File: src/shared/tacc_cfg.svh
// Overview of operation
// RQ1 - Starting a run sends the machine straight into sequence evaluation with no other command; the code does so only with group run as arm source.
// RQ2 - A fully satisfied sequence raises the arm toward the timing machine, scope and port out.
// RQ3 - A machine waiting for an arm ignores matching data until the arm arrives.
// RQ4 - An arriving arm enters a selectable sequence level, level 1 after reset; the code resets the arm level to level 0.
// RQ5 - The external arm input is taken on its rising edge; the sender must make that edge.
// RQ6 - The arm source of the machine is selectable: group run, port in or another machine.
// RQ7 - Each level stores every sample, no sample or only the samples of a chosen subset.
// RQ8 - Branching samples are stored by default, and a global option suppresses this.
// RQ9 - The branch option covers every branch together, never only some of them.
// RQ10 - Automatic and manual modes exist; branch and position choices act only in manual.
// RQ11 - In automatic mode the trigger lands near the middle of capture memory.
// RQ12 - Manual start, center and end put the trigger at the start, middle or end of memory.
// RQ13 - Delay, for a timing machine only, discards all samples until the delay has run out.
// RQ14 - A user defined position places the trigger at a programmed memory location.
// RQ15 - Memory wraps before the trigger and stops after the post-trigger sample count.
`ifndef TACC_CFG_SVH
`define TACC_CFG_SVH
`define TACC_AW 8
`define TACC_DW 32
`define TACC_MAW 12
`define TACC_DEPTH 13'h1000
`define TACC_LVLS 4
`define TACC_OFF_CTRL 8'h00
`define TACC_OFF_ARM 8'h04
`define TACC_OFF_POS 8'h08
`define TACC_OFF_DELAY 8'h0C
`define TACC_OFF_LEVEL 8'h10
`define TACC_OFF_STATUS 8'h14
`define TACC_OFF_IRQ_ST 8'h18
`define TACC_OFF_IRQ_MASK 8'h1C
`define TACC_CTRL_RUN 0
`define TACC_CTRL_MANUAL 1
`define TACC_CTRL_BR_OFF 2
`define TACC_CTRL_TIMING 3
`define TACC_IRQ_TRIG 0
`define TACC_IRQ_DONE 1
`define TACC_IRQ_ARM 2
`define TACC_RST_DELAY 32'h0000_0000
`define TACC_RST_LEVEL 10'h3FF
`endif

File: src/shared/tacc_pkg.sv
package tacc_pkg;
    typedef enum logic [2:0] {
        ST_IDLE,
        ST_WAIT_ARM,
        ST_SEQ,
        ST_DELAY,
        ST_POST,
        ST_DONE
    } tacc_state_t;
    // Trigger placement in capture memory
    typedef enum logic [2:0] {
        POS_START,
        POS_CENTER,
        POS_END,
        POS_DELAY,
        POS_USER
    } tacc_pos_t;
    // Where the arm of this machine comes from
    typedef enum logic [1:0] {
        ARM_GROUP_RUN,
        ARM_PORT_IN,
        ARM_MACHINE
    } tacc_arm_src_t;
    // Qualifier of what a level stores
    typedef enum logic [1:0] {
        QUAL_NONE,
        QUAL_ALL,
        QUAL_SUBSET
    } tacc_qual_t;
    typedef struct packed {
        logic we;
        logic [11:0] addr;
    } tacc_cap_t;
    typedef struct packed {
        logic valid;
        logic in_subset;
        logic [3:0] level_hit;
    } tacc_smp_t;
endpackage : tacc_pkg

File: src/core/tacc_arm_capture.sv
// Local design decisions: the register offsets and the strobed register port.
`timescale 1ns/1ps
`include "tacc_cfg.svh"
module tacc_arm_capture (
    // Clock and reset
    input wire logic ref_clk,
    input wire logic srst,
    // Register port
    input wire logic [7:0] reg_addr,
    input wire logic [31:0] reg_wdata,
    input wire logic reg_wr,
    input wire logic reg_rd,
    output logic [31:0] reg_rdata,
    // Sample qualification from the comparators
    input wire tacc_pkg::tacc_smp_t smp,
    // Arm inputs
    input wire logic port_in_pin,
    input wire logic arm_from_machine,
    // Arm outputs
    output logic arm_out,
    output logic port_out_pin,
    // Capture memory write side
    output tacc_pkg::tacc_cap_t cap,
    output logic [11:0] trig_addr,
    // Interrupt
    output logic irq
);
    ////////////////////////////////////////////////////////////////////////////
    // Configuration registers
    logic manual;
    logic br_off;
    logic timing_mach;
    tacc_pkg::tacc_arm_src_t arm_src;
    logic [1:0] arm_lvl;
    tacc_pkg::tacc_pos_t pos_mode;
    logic [11:0] user_pos;
    logic [31:0] delay_len;
    logic [9:0] level_cfg;
    logic [2:0] irq_st;
    logic [2:0] irq_mask;
    logic run_go;

    // Post-trigger count for each placement; auto falls back to center
    function automatic logic [11:0] post_count(input logic man, input tacc_pkg::tacc_pos_t pm,
                                               input logic [11:0] up);
        logic [12:0] depth;
        depth = `TACC_DEPTH;
        post_count = depth[12:1] - 12'h001; // [RQ11]
        if (man) begin
            case (pm)
                tacc_pkg::POS_START: post_count = depth[11:0] - 12'h001; // [RQ12]
                tacc_pkg::POS_END: post_count = 12'h000; // [RQ12]
                tacc_pkg::POS_DELAY: post_count = depth[11:0] - 12'h001;
                tacc_pkg::POS_USER: post_count = up; // [RQ14]
                default: post_count = depth[12:1] - 12'h001;
            endcase
        end
    endfunction : post_count

    // Store qualifier of a level
    function automatic tacc_pkg::tacc_qual_t level_qual(input logic [9:0] cfg,
                                                        input logic [1:0] lvl);
        logic [7:0] q;
        q = {cfg[7:0]};
        level_qual = tacc_pkg::tacc_qual_t'(q[lvl*2 +: 2]);
    endfunction : level_qual

    assign run_go = reg_wr && (reg_addr == `TACC_OFF_CTRL) && reg_wdata[`TACC_CTRL_RUN]; // [RQ1]

    // Software writes; the run bit is a pulse and not kept
    always_ff @(posedge ref_clk) begin
        if (srst) begin
            manual <= 1'b0;
            br_off <= 1'b0;
            timing_mach <= 1'b0;
            arm_src <= tacc_pkg::ARM_GROUP_RUN;
            arm_lvl <= 2'h0; // [RQ4]
            pos_mode <= tacc_pkg::POS_CENTER;
            user_pos <= 12'h000;
            delay_len <= `TACC_RST_DELAY;
            level_cfg <= `TACC_RST_LEVEL;
            irq_mask <= 3'h0;
        end else if (reg_wr) begin
            case (reg_addr)
                `TACC_OFF_CTRL: begin
                    manual <= reg_wdata[`TACC_CTRL_MANUAL];
                    br_off <= reg_wdata[`TACC_CTRL_BR_OFF];
                    timing_mach <= reg_wdata[`TACC_CTRL_TIMING];
                end
                `TACC_OFF_ARM: begin
                    arm_src <= tacc_pkg::tacc_arm_src_t'(reg_wdata[1:0]); // [RQ6]
                    arm_lvl <= reg_wdata[5:4]; // [RQ4]
                end
                `TACC_OFF_POS: begin
                    pos_mode <= tacc_pkg::tacc_pos_t'(reg_wdata[2:0]);
                    user_pos <= reg_wdata[27:16]; // [RQ14]
                end
                `TACC_OFF_DELAY: delay_len <= reg_wdata;
                `TACC_OFF_LEVEL: level_cfg <= reg_wdata[9:0];
                `TACC_OFF_IRQ_MASK: irq_mask <= reg_wdata[2:0];
                default: ;
            endcase
        end
    end

    ////////////////////////////////////////////////////////////////////////////
    // Port in: two flops, then an edge detect on the settled copy
    logic pin_s1;
    logic pin_s2;
    logic pin_s3;
    always_ff @(posedge ref_clk) begin
        if (srst) begin
            pin_s1 <= 1'b0;
            pin_s2 <= 1'b0;
            pin_s3 <= 1'b0;
        end else begin
            pin_s1 <= port_in_pin;
            pin_s2 <= pin_s1;
            pin_s3 <= pin_s2;
        end
    end

    // Selected arm event; group run never waits
    logic arm_evt;
    always_comb begin
        case (arm_src)
            tacc_pkg::ARM_PORT_IN: arm_evt = pin_s2 && !pin_s3; // [RQ5] [RQ6]
            tacc_pkg::ARM_MACHINE: arm_evt = arm_from_machine; // [RQ6]
            default: arm_evt = 1'b0;
        endcase
    end

    ////////////////////////////////////////////////////////////////////////////
    // Sequencer
    tacc_pkg::tacc_state_t state;
    logic [1:0] level;
    logic [1:0] last_lvl;
    logic br_hit;
    logic trig_hit;
    logic store_br;
    logic use_delay;
    logic [11:0] post_left;
    logic [31:0] delay_left;
    tacc_pkg::tacc_qual_t qual;

    assign last_lvl = level_cfg[9:8];
    assign qual = level_qual(level_cfg, level);
    assign br_hit = (state == tacc_pkg::ST_SEQ) && smp.valid && smp.level_hit[level];
    assign trig_hit = br_hit && (level == last_lvl);
    // One switch for all branches, honoured only in manual mode
    assign store_br = !(manual && br_off); // [RQ8] [RQ9] [RQ10]
    // Delay is a timing machine choice; a state machine treats it as start
    assign use_delay = manual && timing_mach && (pos_mode == tacc_pkg::POS_DELAY); // [RQ13]

    always_ff @(posedge ref_clk) begin
        if (srst) begin
            state <= tacc_pkg::ST_IDLE;
            level <= 2'h0;
        end else if (run_go) begin
            level <= 2'h0;
            if (arm_src == tacc_pkg::ARM_GROUP_RUN) begin
                state <= tacc_pkg::ST_SEQ; // [RQ1]
            end else begin
                state <= tacc_pkg::ST_WAIT_ARM; // [RQ3]
            end
        end else begin
            case (state)
                tacc_pkg::ST_WAIT_ARM: begin
                    // Matching data is not looked at here
                    if (arm_evt) begin // [RQ3]
                        state <= tacc_pkg::ST_SEQ;
                        level <= arm_lvl; // [RQ4]
                    end
                end
                tacc_pkg::ST_SEQ: begin
                    if (trig_hit) begin
                        state <= use_delay ? tacc_pkg::ST_DELAY : tacc_pkg::ST_POST;
                    end else if (br_hit) begin
                        level <= level + 2'h1;
                    end
                end
                tacc_pkg::ST_DELAY: begin
                    if (delay_left == 32'h0000_0000) begin
                        state <= tacc_pkg::ST_POST; // [RQ13]
                    end
                end
                tacc_pkg::ST_POST: begin
                    // Stop once the last post-trigger sample is in, so End leaves no extra
                    if (post_left == 12'h000) begin
                        state <= tacc_pkg::ST_DONE; // [RQ15]
                    end
                end
                default: ;
            endcase
        end
    end

    // Post-trigger and delay counters
    always_ff @(posedge ref_clk) begin
        if (srst) begin
            post_left <= 12'h000;
            delay_left <= 32'h0000_0000;
        end else if (trig_hit) begin
            post_left <= use_delay ? 12'(`TACC_DEPTH - 13'h001) : post_count(manual, pos_mode,
                                                                        user_pos);
            delay_left <= delay_len;
        end else if (state == tacc_pkg::ST_DELAY) begin
            if (delay_left != 32'h0000_0000) begin
                delay_left <= delay_left - 32'h0000_0001;
            end
        end else if (state == tacc_pkg::ST_POST && smp.valid && post_left != 12'h000) begin
            post_left <= post_left - 12'h001; // [RQ15]
        end
    end

    ////////////////////////////////////////////////////////////////////////////
    // Capture write: pre-trigger wraps, post-trigger counts down
    logic next_we;
    always_comb begin
        next_we = 1'b0;
        if (state == tacc_pkg::ST_SEQ && smp.valid && !use_delay) begin
            case (qual)
                tacc_pkg::QUAL_ALL: next_we = 1'b1; // [RQ7]
                tacc_pkg::QUAL_SUBSET: next_we = smp.in_subset; // [RQ7]
                default: next_we = 1'b0; // [RQ7]
            endcase
            if (br_hit && (store_br || trig_hit)) begin
                next_we = 1'b1; // [RQ8]
            end
        end else if (state == tacc_pkg::ST_SEQ && trig_hit) begin
            next_we = 1'b0; // [RQ13]
        end else if (state == tacc_pkg::ST_POST && smp.valid && post_left != 12'h000) begin
            next_we = 1'b1;
        end
    end

    logic [11:0] wr_ptr;
    always_ff @(posedge ref_clk) begin
        if (srst) begin
            cap <= '0;
            wr_ptr <= 12'h000;
            trig_addr <= 12'h000;
        end else begin
            cap.we <= next_we && !run_go;
            cap.addr <= wr_ptr;
            if (run_go) begin
                wr_ptr <= 12'h000;
            end else if (next_we) begin
                wr_ptr <= wr_ptr + 12'h001; // [RQ15]
            end
            if (trig_hit) begin
                trig_addr <= wr_ptr;
            end
        end
    end

    ////////////////////////////////////////////////////////////////////////////
    // Arm out: one pulse to the other machine and scope, a held edge on port out
    always_ff @(posedge ref_clk) begin
        if (srst) begin
            arm_out <= 1'b0;
            port_out_pin <= 1'b0;
        end else begin
            arm_out <= trig_hit && !run_go; // [RQ2]
            if (run_go) begin
                port_out_pin <= 1'b0;
            end else if (trig_hit) begin
                port_out_pin <= 1'b1; // [RQ2]
            end
        end
    end

    ////////////////////////////////////////////////////////////////////////////
    // Interrupt status: set wins over a write-one clear
    logic [2:0] irq_set;
    assign irq_set = {state == tacc_pkg::ST_WAIT_ARM && arm_evt,
                      state == tacc_pkg::ST_POST && post_left == 12'h000,
                      trig_hit};
    always_ff @(posedge ref_clk) begin
        if (srst) begin
            irq_st <= 3'h0;
        end else if (reg_wr && reg_addr == `TACC_OFF_IRQ_ST) begin
            irq_st <= (irq_st & ~reg_wdata[2:0]) | irq_set;
        end else begin
            irq_st <= irq_st | irq_set;
        end
    end
    assign irq = |(irq_st & irq_mask);

    // Read data stand one cycle after the strobe and are zero otherwise
    always_ff @(posedge ref_clk) begin
        if (srst) begin
            reg_rdata <= 32'h0000_0000;
        end else if (reg_rd) begin
            case (reg_addr)
                `TACC_OFF_CTRL: reg_rdata <= {28'h0, timing_mach, br_off, manual, 1'b0};
                `TACC_OFF_ARM: reg_rdata <= {26'h0, arm_lvl, 2'h0, arm_src};
                `TACC_OFF_POS: reg_rdata <= {4'h0, user_pos, 13'h0, pos_mode};
                `TACC_OFF_DELAY: reg_rdata <= delay_len;
                `TACC_OFF_LEVEL: reg_rdata <= {22'h0, level_cfg};
                `TACC_OFF_STATUS: reg_rdata <= {trig_addr, post_left, 3'h0, level, state};
                `TACC_OFF_IRQ_ST: reg_rdata <= {29'h0, irq_st};
                `TACC_OFF_IRQ_MASK: reg_rdata <= {29'h0, irq_mask};
                default: reg_rdata <= 32'h0000_0000;
            endcase
        end else begin
            reg_rdata <= 32'h0000_0000;
        end
    end
endmodule : tacc_arm_capture

File: config.mk
export PLATFORM = sky130hd
export DESIGN_NAME = tacc_arm_capture
export DESIGN_NICKNAME = d
export VERILOG_FILES = /design/src/shared/tacc_pkg.sv /design/src/core/tacc_arm_capture.sv
export VERILOG_INCLUDE_DIRS = /design/src /design/src/shared
export SDC_FILE = /design/constraint.sdc
export NUM_CORES = 1
export LEC_CHECK = 0
export ABC_AREA = 0
export BUFFER_PORTS_ARGS = -buffer_cell sky130_fd_sc_hd__buf_2
export CAP_MARGIN = 40
export CORE_ASPECT_RATIO = 0.7
export CORE_MARGIN = 2
export CORE_UTILIZATION = 45
export CTS_BUF_LIST = sky130_fd_sc_hd__clkbuf_4 sky130_fd_sc_hd__clkbuf_8 sky130_fd_sc_hd__clkbuf_16
export DETAILED_ROUTE_END_ITERATION = 7
export GPL_ROUTABILITY_DRIVEN = 0
export MAX_ROUTING_LAYER = met4
export PLACE_DENSITY = 0.78
export SLEW_MARGIN = 30
export SYNTH_ARGS = -nofsm -noshare
export SYNTH_HDL_FRONTEND = slang
export SYNTH_SLANG_ARGS = --single-unit
export TNS_END_PERCENT = 5
File: constraint.sdc
create_clock -name ref_clk -period 2.8 [get_ports ref_clk]
set_clock_uncertainty 0.15 [all_clocks]
set_input_delay 0.14 -clock ref_clk [delete_from_list [all_inputs] [get_ports ref_clk]]
set_output_delay 0.14 -clock ref_clk [all_outputs]
set_load 0.02 [all_outputs]
==> impl_summary.log, run 1 <==
INFO  metric num-nets-final = ~1,200
INFO  metric grt_util_all_layers = a little over a quarter
INFO  metric area.growth.synth_to_final = 21.5%
INFO  metric cp.buffers_inverters = 1
INFO  metric min_period = approximately 2600 ps
INFO  metric gr-usage-met2 = between 30% and 40%
INFO  metric dp.cells = 1,339
INFO  metric max_slew.worst_pin.slew = around 650 ps
INFO  metric criticalPathCategory = reg2reg
INFO  metric antenna_violations_before_repair = 1
INFO  metric share_seq_of_total_power = about half
INFO  metric syn_avg_cell_area = roughly 8.3 um^2
INFO  metric switching_share = a little under a quarter
INFO  metric hold_path_class = in2reg
INFO  metric total_switching_power = approximately 1.3 mW
INFO  metric fin_util = between 50 and 60%
INFO  metric insertion_delay = roughly 440 ps
INFO  metric routed_wirelength = about 26,000 um
INFO  metric start_util = between 40 and 50%
INFO  metric die_w = 168 um
INFO  metric number_of_synthesized_flops_with_an_enable_pin = 0
INFO  metric yosysWarnings = 0
INFO  metric max_freq = between 0.3 and 0.4 GHz
INFO  metric final_cell_count_no_fill = around 1,400
INFO  metric placement.cell_area = between 0.009 and 0.01 mm^2
INFO  metric worst-path-max-fanout = 4
INFO  metric startpoint_type = register
INFO  metric rsz0062_at_grt = false
INFO  metric cp_data_required_time = just over 3000 ps
INFO  metric dp.final_hpwl = ~18,000 um
INFO  metric dr.first_iter.drc_count = roughly 1,100
INFO  metric cts.sink_count = between 150 and 200
INFO  metric peakVddDrop = around 300 uV
INFO  metric p_clk_share = between 40% and 50%
INFO  metric path_delay_family = simple AND/OR/NAND/NOR gates
INFO  metric run_status = finished, final reports clean
INFO  metric power_density_over_the_cells = around 520 mW/mm^2
INFO  metric cts_inserted_buffers = 17
INFO  metric clk_pin_slew_worst_paths = roughly 70 ps
INFO  metric synthesis.instances = 1,026
INFO  metric timing.critical_path.from = level[0]$_SDFFE_PP0P_
INFO  metric dieArea = between 0.015 and 0.02 mm^2
INFO  metric setup_viol = 0
INFO  metric layout.cells.most_common_list = nand2_1 (192), dfxtp_1 (192), a21oi_1 (114), buf_2 (110), nor2_1 (83)
INFO  metric total_power = 5.32 mW
INFO  metric max_stage_delay = 630 ps
INFO  metric grt_start_max_net_pins = 59
INFO  metric grt_pass1_vias = 7,730
INFO  metric die_h = 119 um
INFO  metric slew_headroom = 56.3%
INFO  metric finish.instance_area = roughly 0.010 mm^2
INFO  metric globalRouteMet1Util = about 40%
INFO  metric placement.io_buffers = between 100 and 150
INFO  metric syn-num-nets = between 1,000 and 1,500
INFO  metric post-synth-top-area-cell = dfxtp_1
INFO  metric min_from = arm_from_machine
INFO  metric yosys.area.top_type_share = between 40% and 50%
INFO  metric combinationalPowerShare = under 10%
INFO  metric multi_input_area = between 0.004 and 0.005 mm^2
INFO  metric antenna_violating_nets_left = 0
INFO  metric clock_tree.htree_level_count = 4
INFO  metric core = around 0.018 mm^2
INFO  metric drc = 0
INFO  metric regArea = 0.00386 mm^2
INFO  metric period_share = between 90% and 100%
INFO  metric ys_top_cells_by_area = dfxtp_1 (46%), nand2_1 (8.5%), a21oi_1 (6.7%)
INFO  metric busiest_layer = met1
INFO  metric cp_max_delay_cell = or4_2
INFO  metric postSynth.asyncResetShare = 0%
INFO  metric clock_path_buffers = 2
INFO  metric cts-root-buf = clkbuf_16
INFO  metric crit_chain = mux4_2 -> inv_1 -> ha_1 -> nor2_4 -> a32oi_4 -> and2_1 -> or4_2 -> a21oi_1
INFO  metric dominant_synthesized_flop_cell = dfxtp_1
INFO  metric firstDrtPassIters = 7
INFO  metric rows = just over 40
INFO  metric io_pins = roughly 110
INFO  metric worst_r2r_startpoint = level[0]$_SDFFE_PP0P_
INFO  metric timing.setup.tns = 0 ps
INFO  metric dr_total_vias = 8,475
INFO  metric routed_wire_length_per_instance = ~19 um
INFO  metric finalHoldViolCount = 0
INFO  metric final_max_slew_viol_count = 0
INFO  metric number_of_distinct_standard_cells_referenced_by_the_synthesized_netlist = 70
INFO  metric overflow = 0
INFO  metric post_cts.repair.setup_buffers = 0
INFO  metric post_route_cells_drive_above_1_share = a little under a fifth
INFO  metric tritoncts_clock_tree = yes
INFO  metric cp-end-kind = register
INFO  metric synth_seq_area_share = 45.6%
INFO  metric power.internal = roughly 4.1 mW
INFO  metric max_cap_violations = 0
INFO  metric p_leak = around 3.8 nW
INFO  metric ys_seq_elements = roughly 190
INFO  metric filler_cell_count = between 1,500 and 2,000
INFO  metric vias_per_cell = approximately 6
INFO  metric wire_length_of_the_first_global_routing_pass = 41,500 um
INFO  metric global_route.usage.met3 = under 10%
INFO  metric synth.cell_area = approximately 0.0085 mm^2
INFO  metric critical_path_arrival = between 2000 and 3000 ps
[Yosys cell counts, drive strengths merged (4+ instances only)]
library cell,n
and2,6
or3,13
a21oi,114
or2,5
dfxtp,193
nor4,9
a31oi,14
nand2b,7
o311ai,10
clkbuf,63
a22oi,25
and3,4
a32oi,4
o21ai,23
nor3,16
nor2b,16
nand4,12
or4,12
a222oi,17
ha,9
a221oi,4
a211oi,14
buf,9
xor2,13
xnor2,11
nand3,60
nand2,192
inv,16
o211ai,7
nor2,86
[layout make-up]
| cell class | instances | share of cell area, % |
|---|---|---|
| Timing Repair Buffer | 183 | 11.6 |
| Clock inverter | 12 | 1.16 |
| Inverter | 16 | 0.584 |
| Sequential cell | 193 | 37.6 |
| Multi-Input combinational cell | 745 | 41.7 |
| Clock buffer | 20 | 4.48 |
| Tap cell | 236 | 2.87 |
| Antenna cell | 1 | 0.0243 |
[registers in the layout (all words and copies together), names as in the netlist, 2 cells and up]
register / flops
arm_src: 2
trig_addr: 12
wr_ptr: 12
irq_st: 3
arm_lvl: 2
state: 3
user_pos: 12
post_left: 12
delay_left: 32
reg_rdata: 32
irq_mask: 3
pos_mode: 3
level_cfg: 10
delay_len: 32
cap: 13
level: 2
[path summary, 6_finish.rpt]
kind	to	slack (ps)	cells after the start
min reg2reg	pin_s2$_SDFF_PP0_	300	1
max	wr_ptr[8]$_SDFFE_PP0P_	150	8
min	irq_st[2]$_SDFF_PP0_	30	5
max reg2reg	wr_ptr[8]$_SDFFE_PP0P_	150	8
[worst register-to-register path, cell delays in order (launching register included)]
cell and delay, ps:
dfxtp_2 370, mux4_2 530, inv_1 80, ha_1 250, nor2_4 150, a32oi_4 80
and2_1 200, or4_2 630, a21oi_1 150
[power by group through the flow]
stage | clock network [mW] | registers, mW | logic [mW]
CTS | 2.42 | 2.75 | 0.170
floorplan | 0 | 2.81 | 0.0575
finish | 2.39 | 2.75 | 0.175
global route | 2.53 | 2.75 | 0.187
detailed placement | 0 | 2.81 | 0.133
global placement | 0 | 2.81 | 0.134
[metal layers]
| layer | part of all wire (%) | up-vias | wire length (um) |
|---|---|---|---|
| met1 | 45 | 3929 | 11600 |
| met3 | 12 | 40 | 3200 |
| met5 | 0 | - | 0 |
| met2 | 42 | 564 | 10800 |
| met4 | 1.6 | 0 | 412 |
| li1 | - | 3942 | - |
[cells by family (layout without fill, tap and decap cells)]
| family | count (synthesis) | after routing | share of synthesized area (%) |
|---|---|---|---|
| AO/OA/AOI/OAI | 254 | 254 | 19.8 |
| XOR/XNOR | 24 | 24 | 2.48 |
| adder cells (fa/ha/maj) | 9 | 9 | 1.33 |
| buffers and inverters | 88 | 231 | 4.06 |
| flip-flops | 193 | 193 | 45.6 |
| multiplexers | 7 | 7 | 1.30 |
| other | 0 | 1 | 0 |
| AND/OR/NAND/NOR | 451 | 451 | 25.4 |
[per-stage QoR]
stage	setup slack, ps	hold slack (ps)
2_1_floorplan	27.4	114
3_3_place_gp	106	208
3_5_place_dp	24.2	215
4_1_cts	5.12	15.6
5_1_grt	7.54	74.9
6_report	152	27.4
[timing repair]
action / CTS / global route
resized for setup: 0 / 3
hold buffers: 34 / 0
hold endpoints to repair: 87 / 0
setup endpoints to repair: 0 / 6
No activity file was read; power rests on OpenSTA's default activity.
==> run 2, diff against run 1 <==
Settings changed: BUFFER_PORTS_ARGS -buffer_cell sky130_fd_sc_hd__buf_2 to -buffer_cell sky130_fd_sc_hd__buf_4, RECOVER_POWER set to 50.
==> run 2 against run 1 <==
Non-clock buffer count is 8 higher. Worst hold slack lost 11 ps. Register-to-register slack got worse by 50 ps. Global-route usage increased by 0.87 points. Flip-flop and latch count did not move. Largest power group unchanged. Highest routed layer unchanged.
==> impl_summary.log, run 2 (synthesis gave the netlist of run 1 again) <==
INFO  metric dr.first_iter.drc_count = between 1,000 and 1,500
INFO  metric rsz0062_at_grt = false
INFO  metric antenna_violations_before_repair = 0
INFO  metric max_cap_violations = 0
INFO  metric criticalPathCategory = reg2reg
INFO  metric slew_headroom = roughly 44%
INFO  metric cts_inserted_buffers = 17
INFO  metric clock_tree.htree_level_count = 4
INFO  metric start_util = between 40% and 50%
INFO  metric setup_viol = 0
INFO  metric hold_path_class = in2reg
INFO  metric run_status = finished, final reports clean
INFO  metric filler_cell_count = around 1,600
INFO  metric cp_max_delay_cell = or4b_4
INFO  metric regArea = between 0.003 and 0.004 mm^2
INFO  metric num-nets-final = roughly 1,200
INFO  metric dieArea = around 0.02 mm^2
INFO  metric vias_per_cell = between 6 and 7
INFO  metric max_stage_delay = 510 ps
INFO  metric min_period = ~2700 ps
INFO  metric diodes = 0
INFO  metric placement.setup.worst_slack = -18.5 ps
INFO  metric area.growth.synth_to_final = 23.7%
INFO  metric layout.cells.most_common_list = nand2_1 (192), dfxtp_1 (192), a21oi_1 (114), buf_4 (85), nor2_1 (84)
INFO  metric path_delay_family = simple AND/OR/NAND/NOR gates
INFO  metric rows = around 40
INFO  metric clk_pin_slew_worst_paths = 80 ps
INFO  metric insertion_delay = 450 ps
INFO  metric worst-path-max-fanout = 4
INFO  metric post_route_cells_drive_above_1_share = a little over an eighth
INFO  metric die_w = roughly 170 um
INFO  metric dr_total_vias = between 8,000 and 9,000
INFO  metric grt_util_all_layers = between 20 and 30%
INFO  metric peakVddDrop = around 320 uV
INFO  metric multi_input_area = 0.00430 mm^2
INFO  metric p_leak = about 3.6 nW
INFO  metric dp.final_hpwl = between 15,000 and 20,000 um
INFO  metric power_density_over_the_cells = about 530 mW/mm^2
INFO  metric routed_wirelength = 26,900 um
INFO  metric grt_start_max_net_pins = between 100 and 150
INFO  metric antenna_violating_nets_left = 0
INFO  metric max_freq = about 0.37 GHz
INFO  metric cp-end-kind = register
INFO  metric placement.io_buffers = 111
INFO  metric max_slew.worst_pin.slew = 837 ps
INFO  metric cts.sink_count = slightly below 200
INFO  metric die_h = 119 um
INFO  metric crit_chain = inv_1 -> ha_4 -> or4b_4 -> or3_4 -> a2111oi_4 -> nand2b_1 -> mux2_1 -> a21oi_1
INFO  metric drc = 0
INFO  metric cts-root-buf = clkbuf_16
INFO  metric cp_data_required_time = 3030 ps
INFO  metric firstDrtPassIters = 8
INFO  metric period_share = 96.4%
INFO  metric cp.buffers_inverters = 1
INFO  metric clock_path_buffers = 2
INFO  metric finalHoldViolCount = 0
INFO  metric final_max_slew_viol_count = 0
INFO  metric fin_util = 57.5%
INFO  metric critical_path_arrival = 2930 ps
INFO  metric postLayoutSetupSlackWorst = approximately 100 ps
INFO  metric routed_wire_length_per_instance = roughly 19 um
INFO  metric overflow = 0
INFO  metric startpoint_type = register
INFO  metric grt_pass1_vias = approximately 8,000
INFO  metric biggest_registers_after_layout = delay_left (32), delay_len (32), reg_rdata (32)
INFO  metric core = 0.0182 mm^2
INFO  metric wire_length_of_the_first_global_routing_pass = between 40,000 and 50,000 um
INFO  metric io_pins = ~110
INFO  metric tritoncts_clock_tree = yes
## run 2: per-layer routing
metal | GRT usage, % | part of all wire, %
met5 | - | 0
met3 | 5.16 | 11
met4 | 9.35 | 1.8
met2 | 40.4 | 43
met1 | 38.8 | 45
## run 2: path summary, 6_finish.rpt
kind | start | end | slack (ps) | cells past startpoint
max | delay_left[1]$_SDFFE_PP0P_ | delay_left[16]$_SDFFE_PP0P_ | 100 | 8
min | reg_addr[5] | irq_mask[1]$_SDFFE_PP0P_ | 20 | 4
max reg2reg | delay_left[1]$_SDFFE_PP0P_ | delay_left[16]$_SDFFE_PP0P_ | 100 | 8
min reg2reg | pin_s1$_SDFF_PP0_ | pin_s2$_SDFF_PP0_ | 290 | 1
## run 2: what timing repair did
item | CTS | global route
setup endpoints to repair | 2 | 21
hold endpoints to repair | 71 | 0
hold buffers | 41 | 0
resized for setup | 2 | 6
pin swaps | 0 | 1
buffers inserted | 0 | 0
## run 2: layout make-up
class                      instances  share of cell area [%]
multi-input combinational        745                    41.1
sequential                       193                    36.9
timing repair buffer             191                    12.5
clock buffer                      17                    4.06
tap                              236                    2.82
clock inverter                    15                    2.01
inverter                          16                   0.573
## run 2: stage by stage
step	instance area, um^2	hold WS (ps)	cells	TNS, ps	power [mW]
floorplan	8470	114	1026	0	2.87
global placement	9640	211	1340	0	2.96
detailed placement	9640	212	1340	-18.5	2.96
CTS	10700	13.5	1413	0	5.57
global route	10500	39.7	1413	0	5.70
finish	10500	16.6	1413	0	5.56
## run 2: worst min-delay path, stage by stage
cell,delay (ps)
buf_4,100
nand4bb_1,160
nand2_1,70
a21oi_1,100
## run 2: report_power, final
part / leakage, nW / switching, mW / internal [mW]
logic: 1.74 / 0.105 / 0.0911
clock network: 0.306 / 1.24 / 1.38
registers: 1.56 / 0.00195 / 2.74
total: 3.61 / 1.35 / 4.21
